===== src/stm_pkg.sv =====
// constants, register map and carrier types of the standard timer block
package stm_pkg;

  localparam logic [7:0]  OFS_CTRL0 = 8'h00;
  localparam logic [7:0]  OFS_CTRL1 = 8'h04;
  localparam logic [7:0]  OFS_COUNT = 8'h08;
  localparam logic [7:0]  OFS_CMPA  = 8'h0c;
  localparam logic [7:0]  OFS_CMPP  = 8'h10;
  localparam logic [7:0]  OFS_FLAGS = 8'h14;

  localparam int unsigned ON_BIT       = 0;
  localparam int unsigned EXT_FALL_BIT = 1;
  localparam int unsigned FLAG_A_BIT   = 0;
  localparam int unsigned FLAG_P_BIT   = 1;

  localparam logic [7:0]  CTRL1_RST = 8'h00;
  localparam logic [15:0] COUNT_RST = 16'h0000;
  localparam logic [15:0] CMPA_RST  = 16'h0000;
  localparam logic [7:0]  CMPP_RST  = 8'h00;
  localparam logic [15:0] TICK_RST  = 16'h0000;
  localparam int unsigned TICK_DIV_DEF = 1;

  // full range of the 16-bit counter
  localparam logic [16:0] FULL_SPAN = 17'h10000;

  typedef enum logic [1:0] {
    OP_COMPARE = 2'b00,
    OP_CAPTURE = 2'b01,
    OP_PWM     = 2'b10,
    OP_TIMER   = 2'b11
  } op_t;

  localparam logic [1:0] PF_INACTIVE = 2'b00;
  localparam logic [1:0] PF_ACTIVE   = 2'b01;
  localparam logic [1:0] PF_PWM      = 2'b10;
  localparam logic [1:0] PF_PULSE    = 2'b11;
  localparam logic [1:0] CAP_RISE    = 2'b00;
  localparam logic [1:0] CAP_FALL    = 2'b01;
  localparam logic [1:0] CAP_BOTH    = 2'b10;
  localparam logic [1:0] CAP_OFF     = 2'b11;

  typedef struct packed {
    logic op_select_hi;
    logic op_select_lo;
    logic pin_function_hi;
    logic pin_function_lo;
    logic initial_level;
    logic output_invert;
    logic duty_period_swap;
    logic clear_source_select;
  } ctrl_t;

  typedef struct packed {
    logic        psel;
    logic        penable;
    logic        pwrite;
    logic [7:0]  paddr;
    logic [31:0] pwdata;
  } apb_req_t;

  typedef struct packed {
    logic [31:0] prdata;
    logic        pready;
    logic        pslverr;
  } apb_rsp_t;

endpackage


===== src/stm_timer.sv =====
// standard timer: pwm, single pulse and capture modes behind an apb slave
//
// Chosen here: the register addresses and the APB register port.
`timescale 1ns/100ps

//Contract
// - swap set: period from A, duty P*256
// - pwm clear by P or A per swap
// - pwm keeps running while pin forced
// - clear source select ignored in pwm
// - mode 10 with pin function 11: single pulse
// - pulse starts on timer_on rise, pin edge
// - pulse ends on software clear or A match
// - A match clears timer_on, sets A flag
// - pulse counter zeroed only on timer_on rise
// - mode 01 capture, edge chosen, runs on rise
// - selected edge copies counter to A, flags
// - capture counter runs until timer_on falls
// - capture: P match zeroes counter, flags
// - pin function 11 disables capture only
// - capture has no output, bits ignored
// - P compared with counter top byte
// - initial level picks active, invert flips
// - duty at least period gives full duty
// - mode 00 compare, 11 timer counter
module stm_timer
  import stm_pkg::*;
#(
  parameter int unsigned TICK_DIV = TICK_DIV_DEF
) (
  input  wire logic              CORE_CLK,
  input  wire logic              RST,
  input  wire stm_pkg::apb_req_t APB_REQ,
  output stm_pkg::apb_rsp_t      APB_RSP,
  input  wire logic              EXT_CLOCK_PIN,
  input  wire logic              CAPTURE_INPUT_PIN,
  output logic                   TIMER_OUT,
  output logic                   TIMER_OUT_EN
);
  import stm_pkg::*;

  ctrl_t       ctrl_q;
  ctrl_t       ctrl_d;
  logic        on_q;
  logic        on_d;
  logic        on_prev_q;
  logic        ext_fall_q;
  logic        ext_fall_d;
  logic [15:0] cnt_q;
  logic [15:0] cnt_d;
  logic [15:0] cmp_a_q;
  logic [15:0] cmp_a_d;
  logic [7:0]  cmp_p_q;
  logic [7:0]  cmp_p_d;
  logic        match_a_flag_q;
  logic        match_a_flag_d;
  logic        match_p_flag_q;
  logic        match_p_flag_d;
  logic [15:0] div_q;
  logic [15:0] div_d;
  logic        out_q;
  logic        out_d;
  logic        out_en_q;
  logic        out_en_d;
  logic [31:0] prdata_q;
  logic [31:0] prdata_d;
  logic        pslverr_q;
  logic        pslverr_d;
  logic [2:0]  ext_sync_q;
  logic [2:0]  cap_sync_q;

  op_t         mode;
  logic [1:0]  pin_function;
  logic        pulse_mode;
  logic        rise;
  logic        tick;
  logic [16:0] a_span;
  logic [16:0] p_span;
  logic        a_hit;
  logic        p_hit;
  logic        pwm_on;
  logic        active;
  logic        ext_edge;
  logic        cap_rise;
  logic        cap_fall;
  logic        cap_edge;
  logic        setup;
  logic        wr;

  // last counter value of a span of clocks; a span of 65536 ends at ffff
  function automatic logic [15:0] span_end(input logic [16:0] span);
    logic [16:0] last;
    last = span - 17'h00001;
    return last[15:0];
  endfunction

  function automatic logic mapped(input logic [7:0] addr);
    return (addr == OFS_CTRL0) || (addr == OFS_CTRL1) || (addr == OFS_COUNT) ||
           (addr == OFS_CMPA) || (addr == OFS_CMPP) || (addr == OFS_FLAGS);
  endfunction

  assign mode         = op_t'({ctrl_q.op_select_hi, ctrl_q.op_select_lo});
  assign pin_function = {ctrl_q.pin_function_hi, ctrl_q.pin_function_lo};
  assign pulse_mode   = (mode == OP_PWM) && (pin_function == PF_PULSE);
  assign rise         = on_q && !on_prev_q;
  assign tick         = (div_q == 16'(TICK_DIV - 1));

  // P is only matched against the top byte, so its span is P*256
  assign p_span = (cmp_p_q == 8'h00) ? FULL_SPAN : {1'b0, cmp_p_q, 8'h00};
  assign a_span = (cmp_a_q == 16'h0000) ? FULL_SPAN : {1'b0, cmp_a_q};
  assign a_hit  = (cnt_q == span_end(a_span));
  assign p_hit  = (cnt_q == span_end(p_span));

  // duty compare at 17 bits so a duty at or above the period stays on
  always_comb begin
    if (ctrl_q.duty_period_swap) begin
      pwm_on = ({1'b0, cnt_q} < p_span);
    end else begin
      pwm_on = ({1'b0, cnt_q} < a_span);
    end
  end

  // second stage feeds the third directly; the edge compare reads those two
  assign ext_edge = ext_fall_q ? (ext_sync_q[2] && !ext_sync_q[1])
                               : (!ext_sync_q[2] && ext_sync_q[1]);
  assign cap_rise = !cap_sync_q[2] && cap_sync_q[1];
  assign cap_fall = cap_sync_q[2] && !cap_sync_q[1];
  always_comb begin
    unique case (pin_function)
      CAP_RISE: cap_edge = cap_rise;
      CAP_FALL: cap_edge = cap_fall;
      CAP_BOTH: cap_edge = cap_rise || cap_fall;
      CAP_OFF:  cap_edge = 1'b0;
    endcase
  end

  assign setup = APB_REQ.psel && !APB_REQ.penable;
  assign wr    = APB_REQ.psel && APB_REQ.penable && APB_REQ.pwrite && mapped(APB_REQ.paddr);

  always_comb begin
    ctrl_d         = ctrl_q;
    on_d           = on_q;
    ext_fall_d     = ext_fall_q;
    cnt_d          = cnt_q;
    cmp_a_d        = cmp_a_q;
    cmp_p_d        = cmp_p_q;
    match_a_flag_d = match_a_flag_q;
    match_p_flag_d = match_p_flag_q;
    div_d          = tick ? TICK_RST : div_q + 16'h0001;
    active         = 1'b0;
    out_d          = ctrl_q.initial_level ^ ctrl_q.output_invert;
    out_en_d       = 1'b0;

    // software writes first, so hardware events below override them
    if (wr) begin
      unique case (APB_REQ.paddr)
        OFS_CTRL0: begin
          on_d       = APB_REQ.pwdata[ON_BIT];
          ext_fall_d = APB_REQ.pwdata[EXT_FALL_BIT];
        end
        OFS_CTRL1: ctrl_d = ctrl_t'(APB_REQ.pwdata[7:0]);
        OFS_CMPA:  cmp_a_d = APB_REQ.pwdata[15:0];
        OFS_CMPP:  cmp_p_d = APB_REQ.pwdata[7:0];
        OFS_FLAGS: begin
          if (APB_REQ.pwdata[FLAG_A_BIT]) match_a_flag_d = 1'b0;
          if (APB_REQ.pwdata[FLAG_P_BIT]) match_p_flag_d = 1'b0;
        end
        default: ;
      endcase
    end

    if (rise) begin
      cnt_d = COUNT_RST;
    end else if (on_q && tick) begin
      unique case (mode)
        OP_PWM: begin
          if (pulse_mode) begin
            cnt_d = cnt_q + 16'h0001;
            if (a_hit) begin
              on_d           = 1'b0;
              match_a_flag_d = 1'b1;
            end
          end else begin
            // period source follows the swap bit only
            if (ctrl_q.duty_period_swap ? a_hit : p_hit) begin
              cnt_d = COUNT_RST;
            end else begin
              cnt_d = cnt_q + 16'h0001;
            end
            if (a_hit) match_a_flag_d = 1'b1;
            if (p_hit) match_p_flag_d = 1'b1;
          end
        end
        OP_CAPTURE: begin
          cnt_d = p_hit ? COUNT_RST : cnt_q + 16'h0001;
          if (p_hit) match_p_flag_d = 1'b1;
        end
        default: begin
          // compare and timer modes: clear source chosen by software
          if (ctrl_q.clear_source_select ? a_hit : p_hit) begin
            cnt_d = COUNT_RST;
          end else begin
            cnt_d = cnt_q + 16'h0001;
          end
          if (a_hit) match_a_flag_d = 1'b1;
          if (p_hit && !ctrl_q.clear_source_select) match_p_flag_d = 1'b1;
        end
      endcase
    end

    if (mode == OP_CAPTURE && on_q && cap_edge) begin
      cmp_a_d        = cnt_q;
      match_a_flag_d = 1'b1;
    end

    if (pulse_mode && ext_edge) begin
      on_d = 1'b1;
    end

    // output stage; capture and timer modes leave the pin undriven
    if (mode == OP_PWM) begin
      unique case (pin_function)
        PF_INACTIVE: active = 1'b0;
        PF_ACTIVE:   active = 1'b1;
        PF_PWM:      active = pwm_on;
        PF_PULSE:    active = on_q;
      endcase
      out_d    = (active ? ctrl_q.initial_level : !ctrl_q.initial_level)
                 ^ ctrl_q.output_invert;
      out_en_d = 1'b1;
    end else if (mode == OP_CAPTURE) begin
      out_en_d = 1'b0;
    end else if (mode == OP_COMPARE) begin
      out_en_d = 1'b1;
    end
  end

  // read data captured in the setup phase, so the access phase needs no wait
  always_comb begin
    prdata_d  = prdata_q;
    pslverr_d = pslverr_q;
    if (setup) begin
      pslverr_d = !mapped(APB_REQ.paddr);
      unique case (APB_REQ.paddr)
        OFS_CTRL0: prdata_d = {30'h00000000, ext_fall_q, on_q};
        OFS_CTRL1: prdata_d = {24'h000000, ctrl_q};
        OFS_COUNT: prdata_d = {16'h0000, cnt_q};
        OFS_CMPA:  prdata_d = {16'h0000, cmp_a_q};
        OFS_CMPP:  prdata_d = {24'h000000, cmp_p_q};
        OFS_FLAGS: prdata_d = {30'h00000000, match_p_flag_q, match_a_flag_q};
        default:   prdata_d = 32'h00000000;
      endcase
    end
  end

  always_ff @(posedge CORE_CLK or posedge RST) begin
    if (RST) begin
      ctrl_q         <= ctrl_t'(CTRL1_RST);
      on_q           <= 1'b0;
      on_prev_q      <= 1'b0;
      ext_fall_q     <= 1'b0;
      cnt_q          <= COUNT_RST;
      cmp_a_q        <= CMPA_RST;
      cmp_p_q        <= CMPP_RST;
      match_a_flag_q <= 1'b0;
      match_p_flag_q <= 1'b0;
      div_q          <= TICK_RST;
      out_q          <= 1'b0;
      out_en_q       <= 1'b0;
      prdata_q       <= 32'h00000000;
      pslverr_q      <= 1'b0;
      ext_sync_q     <= 3'h0;
      cap_sync_q     <= 3'h0;
    end else begin
      ctrl_q         <= ctrl_d;
      on_q           <= on_d;
      on_prev_q      <= on_q;
      ext_fall_q     <= ext_fall_d;
      cnt_q          <= cnt_d;
      cmp_a_q        <= cmp_a_d;
      cmp_p_q        <= cmp_p_d;
      match_a_flag_q <= match_a_flag_d;
      match_p_flag_q <= match_p_flag_d;
      div_q          <= div_d;
      out_q          <= out_d;
      out_en_q       <= out_en_d;
      prdata_q       <= prdata_d;
      pslverr_q      <= pslverr_d;
      ext_sync_q     <= {ext_sync_q[1:0], EXT_CLOCK_PIN};
      cap_sync_q     <= {cap_sync_q[1:0], CAPTURE_INPUT_PIN};
    end
  end

  assign APB_RSP.prdata  = prdata_q;
  assign APB_RSP.pready  = 1'b1;
  assign APB_RSP.pslverr = pslverr_q;
  assign TIMER_OUT       = out_q;
  assign TIMER_OUT_EN    = out_en_q;

endmodule


===== config.mk =====
export PLATFORM = sky130hd
export DESIGN_NAME = stm_timer
export DESIGN_NICKNAME = d
export VERILOG_FILES = /design/src/stm_pkg.sv /design/src/stm_timer.sv
export SDC_FILE = /design/constraint.sdc
export NUM_CORES = 1
export LEC_CHECK = 0
export BUFFER_PORTS_ARGS = -buffer_cell sky130_fd_sc_hd__buf_2
export CAP_MARGIN = 20
export CORE_UTILIZATION = 59
export CTS_CLUSTER_DIAMETER = 150
export CTS_CLUSTER_SIZE = 25
export DETAILED_ROUTE_END_ITERATION = 7
export GPL_ROUTABILITY_DRIVEN = 0
export PLACE_DENSITY = 0.81
export SLEW_MARGIN = 20
export SYNTH_ARGS = -nofsm -noshare
export SYNTH_HDL_FRONTEND = slang
export SYNTH_SLANG_ARGS = --single-unit

===== constraint.sdc =====
create_clock -name CORE_CLK -period 4.21 [get_ports CORE_CLK]
set_input_delay 0.6315 -clock CORE_CLK [delete_from_list [all_inputs] [get_ports CORE_CLK]]
set_output_delay 0.6315 -clock CORE_CLK [all_outputs]
set_load 0.005 [all_outputs]

# --- Yosys cells after proc, flatten, opt, wreduce, memory -nomap -nowiden ---
# Cells that the tools add are included.
word_totals:
  register_bits: 110
  latch_bits: 0
  ramBits: 0
  mem_bits_ro: 0
  output_inout_bits: 36
  elab_cells: 137
  mem_count: 0
op_classes:
  add_sub_neg: 4
  mul: 0
  div: 0
  n_lt_le_gt_ge: 2
  n_eq_ne: 12
  shift: 0
  muxes: 51
  n_bitwise: 2
  n_reduce_logical: 43
op_table:
  columns: ["operator", "count"]
  rows:
  - ["$mux 16", 10]
  - ["$pmux 16 s6", 1]
  - ["$lt 16x17->1", 2]
  - ["$mux 1", 34]
  - ["$mux 17", 2]
  - ["$add 16x1->16 const B", 2]
  - ["$eq 16x16->1", 2]
  - ["$logic_not 16->1", 2]
  - ["$pmux 16 s2", 1]
  - ["$sub 16x1->16 const B", 2]
  - ["$eq 8x4->1 const B", 2]
  - ["$eq 8x5->1 const B", 2]
  - ["$logic_not 8->1", 2]
  - ["$logic_and 1x1->1", 15]
  - ["$logic_not 1->1", 9]
  - ["$eq 8x3->1 const B", 1]
  - ["$pmux 1 s4", 2]
  - ["$reduce_and 2->1", 4]
  - ["$eq 2x2->1 const B", 3]
  - ["$logic_or 1x1->1", 6]
  - ["$reduce_bool 2->1", 3]
  - ["$eq 2x1->1 const B", 2]
  - ["$logic_not 2->1", 2]
  - ["$pmux 1 s2", 1]
  - ["$xor 1x1->1", 2]

# --- Depth between registers and ports, before layout ---
depth:
  depth_word: 14
  depth_mapped: 15

# --- Worst setup path before layout ---
# Ideal clock, no wire load.
synth_timing:
  kind: "flip-flop to flip-flop"
  from: "register cmp_a_q[13]"
  to: "register cnt_q[4]"
  setup_time_ns: 0.124
  arrival_ns: 3.118
  path_slack_ns: 0.968
  path_stages_with_launch: 15
  n_path_buf: 3
  path_cell_list: "dfrtp_1 > clkbuf_1 > nor3_2 > nand4_1 > or2_2 > and2_1 > ha_1 > nor4_1 > o2111ai_1 > nor4_1 > a41o_1 > buf_6 > buf_6 > nor2_1 > a211o_1"
synth_between:
  elab_chain_len: 10
synth_lines:
  columns: ["element", "line_no", "text"]
  rows:
  - ["start: declaration", "stm_timer.sv:51", "logic [15:0] cmp_a_q;"]
  - ["start signal: assignment", "stm_timer.sv:280", "cmp_a_q <= cmp_a_d;"]
  - ["$logic_not 16->1", "stm_timer.sv:110", "assign a_span = (cmp_a_q == 16'h0000) ? FULL_SPAN : {1'b0, cmp_a_q};"]
  - ["$mux 17 *", "stm_timer.sv:110", null]
  - ["$sub 16x1->16 *", "stm_timer.sv:93", "last = span - 17'h00001;"]
  - ["$eq 16x16->1 *", "stm_timer.sv:111", "assign a_hit = (cnt_q == span_end(a_span));"]
  - ["$mux 1", "stm_timer.sv:185", "if (ctrl_q.duty_period_swap ? a_hit : p_hit) begin"]
  - ["$mux 16", "stm_timer.sv:185", null]
  - ["$mux 16", "stm_timer.sv:177", "if (pulse_mode) begin"]
  - ["$pmux 16 s2 *", "stm_timer.sv:175", "unique case (mode)"]
  - ["$mux 16 *", "stm_timer.sv:174", "end else if (on_q && tick) begin"]
  - ["$mux 16 *", "stm_timer.sv:172", "if (rise) begin"]
  - ["end signal: assignment", "stm_timer.sv:279", "cnt_q <= cnt_d;"]
  - ["end: declaration", "stm_timer.sv:49", "logic [15:0] cnt_q;"]
# Mark *: on every way between the ends. The rest lies on a longest branch, timed or not. The select of a mux whose other input is x is not followed.
# A chain may end at the register's enable or synchronous reset.

# --- Worst setup path after layout ---
layout_timing:
  from: "register cmp_a_q[1]"
  to: "register cnt_q[4]"
# The elaborated chain is that of the path after synthesis.

==> reports/results.ini <==
[timing]
setup_ws_ps=262
setup_tns_ps=0
hold_viol=0
slew_headroom_pct=43.5
min_period_ps=3950
rsz0062_at_grt=no
slew_viol_final=0
setup_viol=0
period_share_pct=93.8
fmax_ghz=0.253
tightest_slew_ps=847
finalClockSkew_ps=8.85

[clock_tree]
path_clk_slew_ps=100
cts_tree=built
postCtsSetupBuffers=0
hold_buffers=0
root_buffer=clkbuf_8
clock_path_buffers=2
clock_latency_ps=380
cts.repair.resized=0
clock-sinks=94
h-tree-depth=3
numCtsBuffers=9

[critical_path]
crit_path_max_incr_delay_ps=490
worst_r2r_path_depth=14
cp_slowest_cell=nor4_1
cp-start-kind=register
crit_type=register to register
endpoint=cnt_q[4]$_DFFE_PP0P_
reg2reg_to=cnt_q[4]$_DFFE_PP0P_
r2r_setup_slack_ps=260
crit_start=cmp_a_q[1]$_DFFE_PP0P_
reg2reg_from=cmp_a_q[1]$_DFFE_PP0P_
cp.required_ps=4480
crit_fanout=26
end_kind=register
crit_chain=inv_1 > ha_1 > nor2b_1 > nand4_1 > or2_2 > and2_1 > ha_1 > nor4_1 > o2111ai_1 > nor4_1 > a41o_1 > buf_4 > nor2_1 > a211o_1
crit_arrival_ps=4220

[detailed_routing]
wl_met3_um=1080
top_layer_used=met4
vias=5309
via_per_inst=6.22
wirelength_um=15000
met1Wirelength_um=6170
wire_per_inst_um=17.6
drt_first_pass_iters=5
drtAntennaViolNets=0
met2WireLength_um=7210
route.detailed.drc=0
dr.first_iter.drc_count=395

[logic_synthesis]
ys_types=64
synth.area.top_cells=dfrtp_1 38%, ha_1 7.2%, nand2_1 4.5%, xnor2_1 4.5%, mux2_2 4.1%
syn_area_per_cell_um2=9.15
synth-seq-cells=94
syn_inst=685
synth_edf_count=0
ys_async_sr_fraction_pct=100
yosysSeqAreaShare_pct=37.5
synth_top_area_share_pct=37.5
synth_warnings=0
synth_top_flop_cell=dfrtp_1
syn_area_mm2=0.00627
synth_top_cell_by_area=dfrtp_1

[placement]
pre_cts_slack_ps=331
dp_cells=838
port-buffer-count=49
dpl.hpwl_um=11200

[die]
initial_core_util_pct=60.7
dieArea_mm2=0.0110
design.portCount=83
fp.dieH_um=105
die_x_um=105
coreArea_mm2=0.0103
std_cell_rows=37

[power_and_ir_drop]
p_per_area_mw_per_mm2=287
peakVddDrop_uv=142
power_mw=1.92
p_leak_nw=3.24

[global_routing]
track_usage_pct=28.9
grt_max_degree=59
grt_pass1_vias=5131
grt_pass1_wl_um=24900
grt.overflow.total=0
antenna_found_initial=0

[flow_run]
cap_violations=0

[final_layout]
area_growth_pct=6.68
layout-drive-gt1-share_pct=15.2
fin_cells=854
antenna_cells=0
fin_nets=796
layout_commonest_cell=dfrtp_1
final_cell_mix=94 x dfrtp_1, 76 x nand2_1, 49 x o21ai_0, 49 x buf_2, 39 x inv_1
fill_cells=801

[run_status]
outcome=finished clean

[min_path]
hold_path_class=input port to register

==> per-layer routing <==
layer / track usage, % / vias to the layer above
met5: 0 / -
met4: 14.9 / 0
met3: 4.99 / 46
met2: 47.9 / 269
met1: 36.3 / 2541
li1: - / 2453
==> flip-flops by register name, indices dropped and copies added, names as in the netlist <==
register,flops
cmp_p_q,8
TIMER_OUT_EN,1
cap_sync_q,3
on_q,1
cnt_q,16
ctrl_q,8
match_p_flag_q,1
TIMER_OUT,1
cmp_a_q,16
div_q,16
prdata_q,16
match_a_flag_q,1
pslverr_q,1
on_prev_q,1
ext_sync_q,3
ext_fall_q,1
==> logic make-up (layout without fill, tap and decap cells) <==
group	Yosys count	after routing	share of synthesized area (%)
compound gates	138	138	14.4
xor+xnor	43	43	6.01
fa+ha+maj	36	36	7.18
buf+inv	93	111	7.10
flops	94	94	37.5
mux	46	46	7.80
other cells	2	17	0.120
simple gates	233	233	19.9
==> worst max-delay path, delay by kind of cell, from the launching register on <==
kind                       cells  cell delay [ps]
adders and majority gates      2              410
and+or+nand+nor                7             1870
AOI/OAI and AO/OA              3              700
DFF                            1              460
buffers and inverters          2              400
==> how the worst min path moves through the flow <==
stage | endpoint | slack, ps | depth (start not counted) | from
after floorplan | cap_sync_q[1]$_DFF_PP0_ | 330 | 0 | cap_sync_q[0]$_DFF_PP0_
after global placement | ext_sync_q[1]$_DFF_PP0_ | 330 | 0 | ext_sync_q[0]$_DFF_PP0_
after detailed placement | ext_sync_q[1]$_DFF_PP0_ | 340 | 0 | ext_sync_q[0]$_DFF_PP0_
after CTS | ext_sync_q[0]$_DFF_PP0_ | 340 | 1 | EXT_CLOCK_PIN
after global routing | cap_sync_q[0]$_DFF_PP0_ | 340 | 1 | CAPTURE_INPUT_PIN
final | ext_sync_q[0]$_DFF_PP0_ | 350 | 1 | EXT_CLOCK_PIN
==> cells in the mapped netlist, drive strengths merged, types with 18 or more instances <==
library cell and n:
a21oi 19, buf 27, clkbuf 26, dfrtp 94
ha 36, inv 40, mux2 23, mux2i 23
nand2 76, nand3 19, nor2 29, nor3 18
o21ai 51, xnor2 32
==> layout make-up <==
class | instances | area (µm²) | area share (%)
well taps | 136 | 170 | 2.54
clock inverters | 6 | 56.3 | 0.842
inverters | 40 | 153 | 2.28
repair buffers | 55 | 290 | 4.34
flip-flops and latches | 94 | 2350 | 35.2
clock buffers | 10 | 128 | 1.91
multi-input cells | 513 | 3540 | 52.9
==> report_power, final <==
part / internal (mW) / switching (mW)
clock: 0.226 / 0.343
sequential: 0.937 / 0.105
combinational: 0.150 / 0.157
==> metrics by stage <==
| step | util, % | instance area [µm²] | hold WS [ps] |
|---|---|---|---|
| after detailed placement | 62.9 | 6500 | 340 |
| final | 64.8 | 6690 | 349 |
| after CTS | 64.7 | 6680 | 343 |
| after floorplan | - | 6330 | 331 |
| after global routing | 64.8 | 6690 | 335 |
| after global placement | 62.9 | 6500 | 332 |
Note: power is estimated with default switching activity, not from simulation.
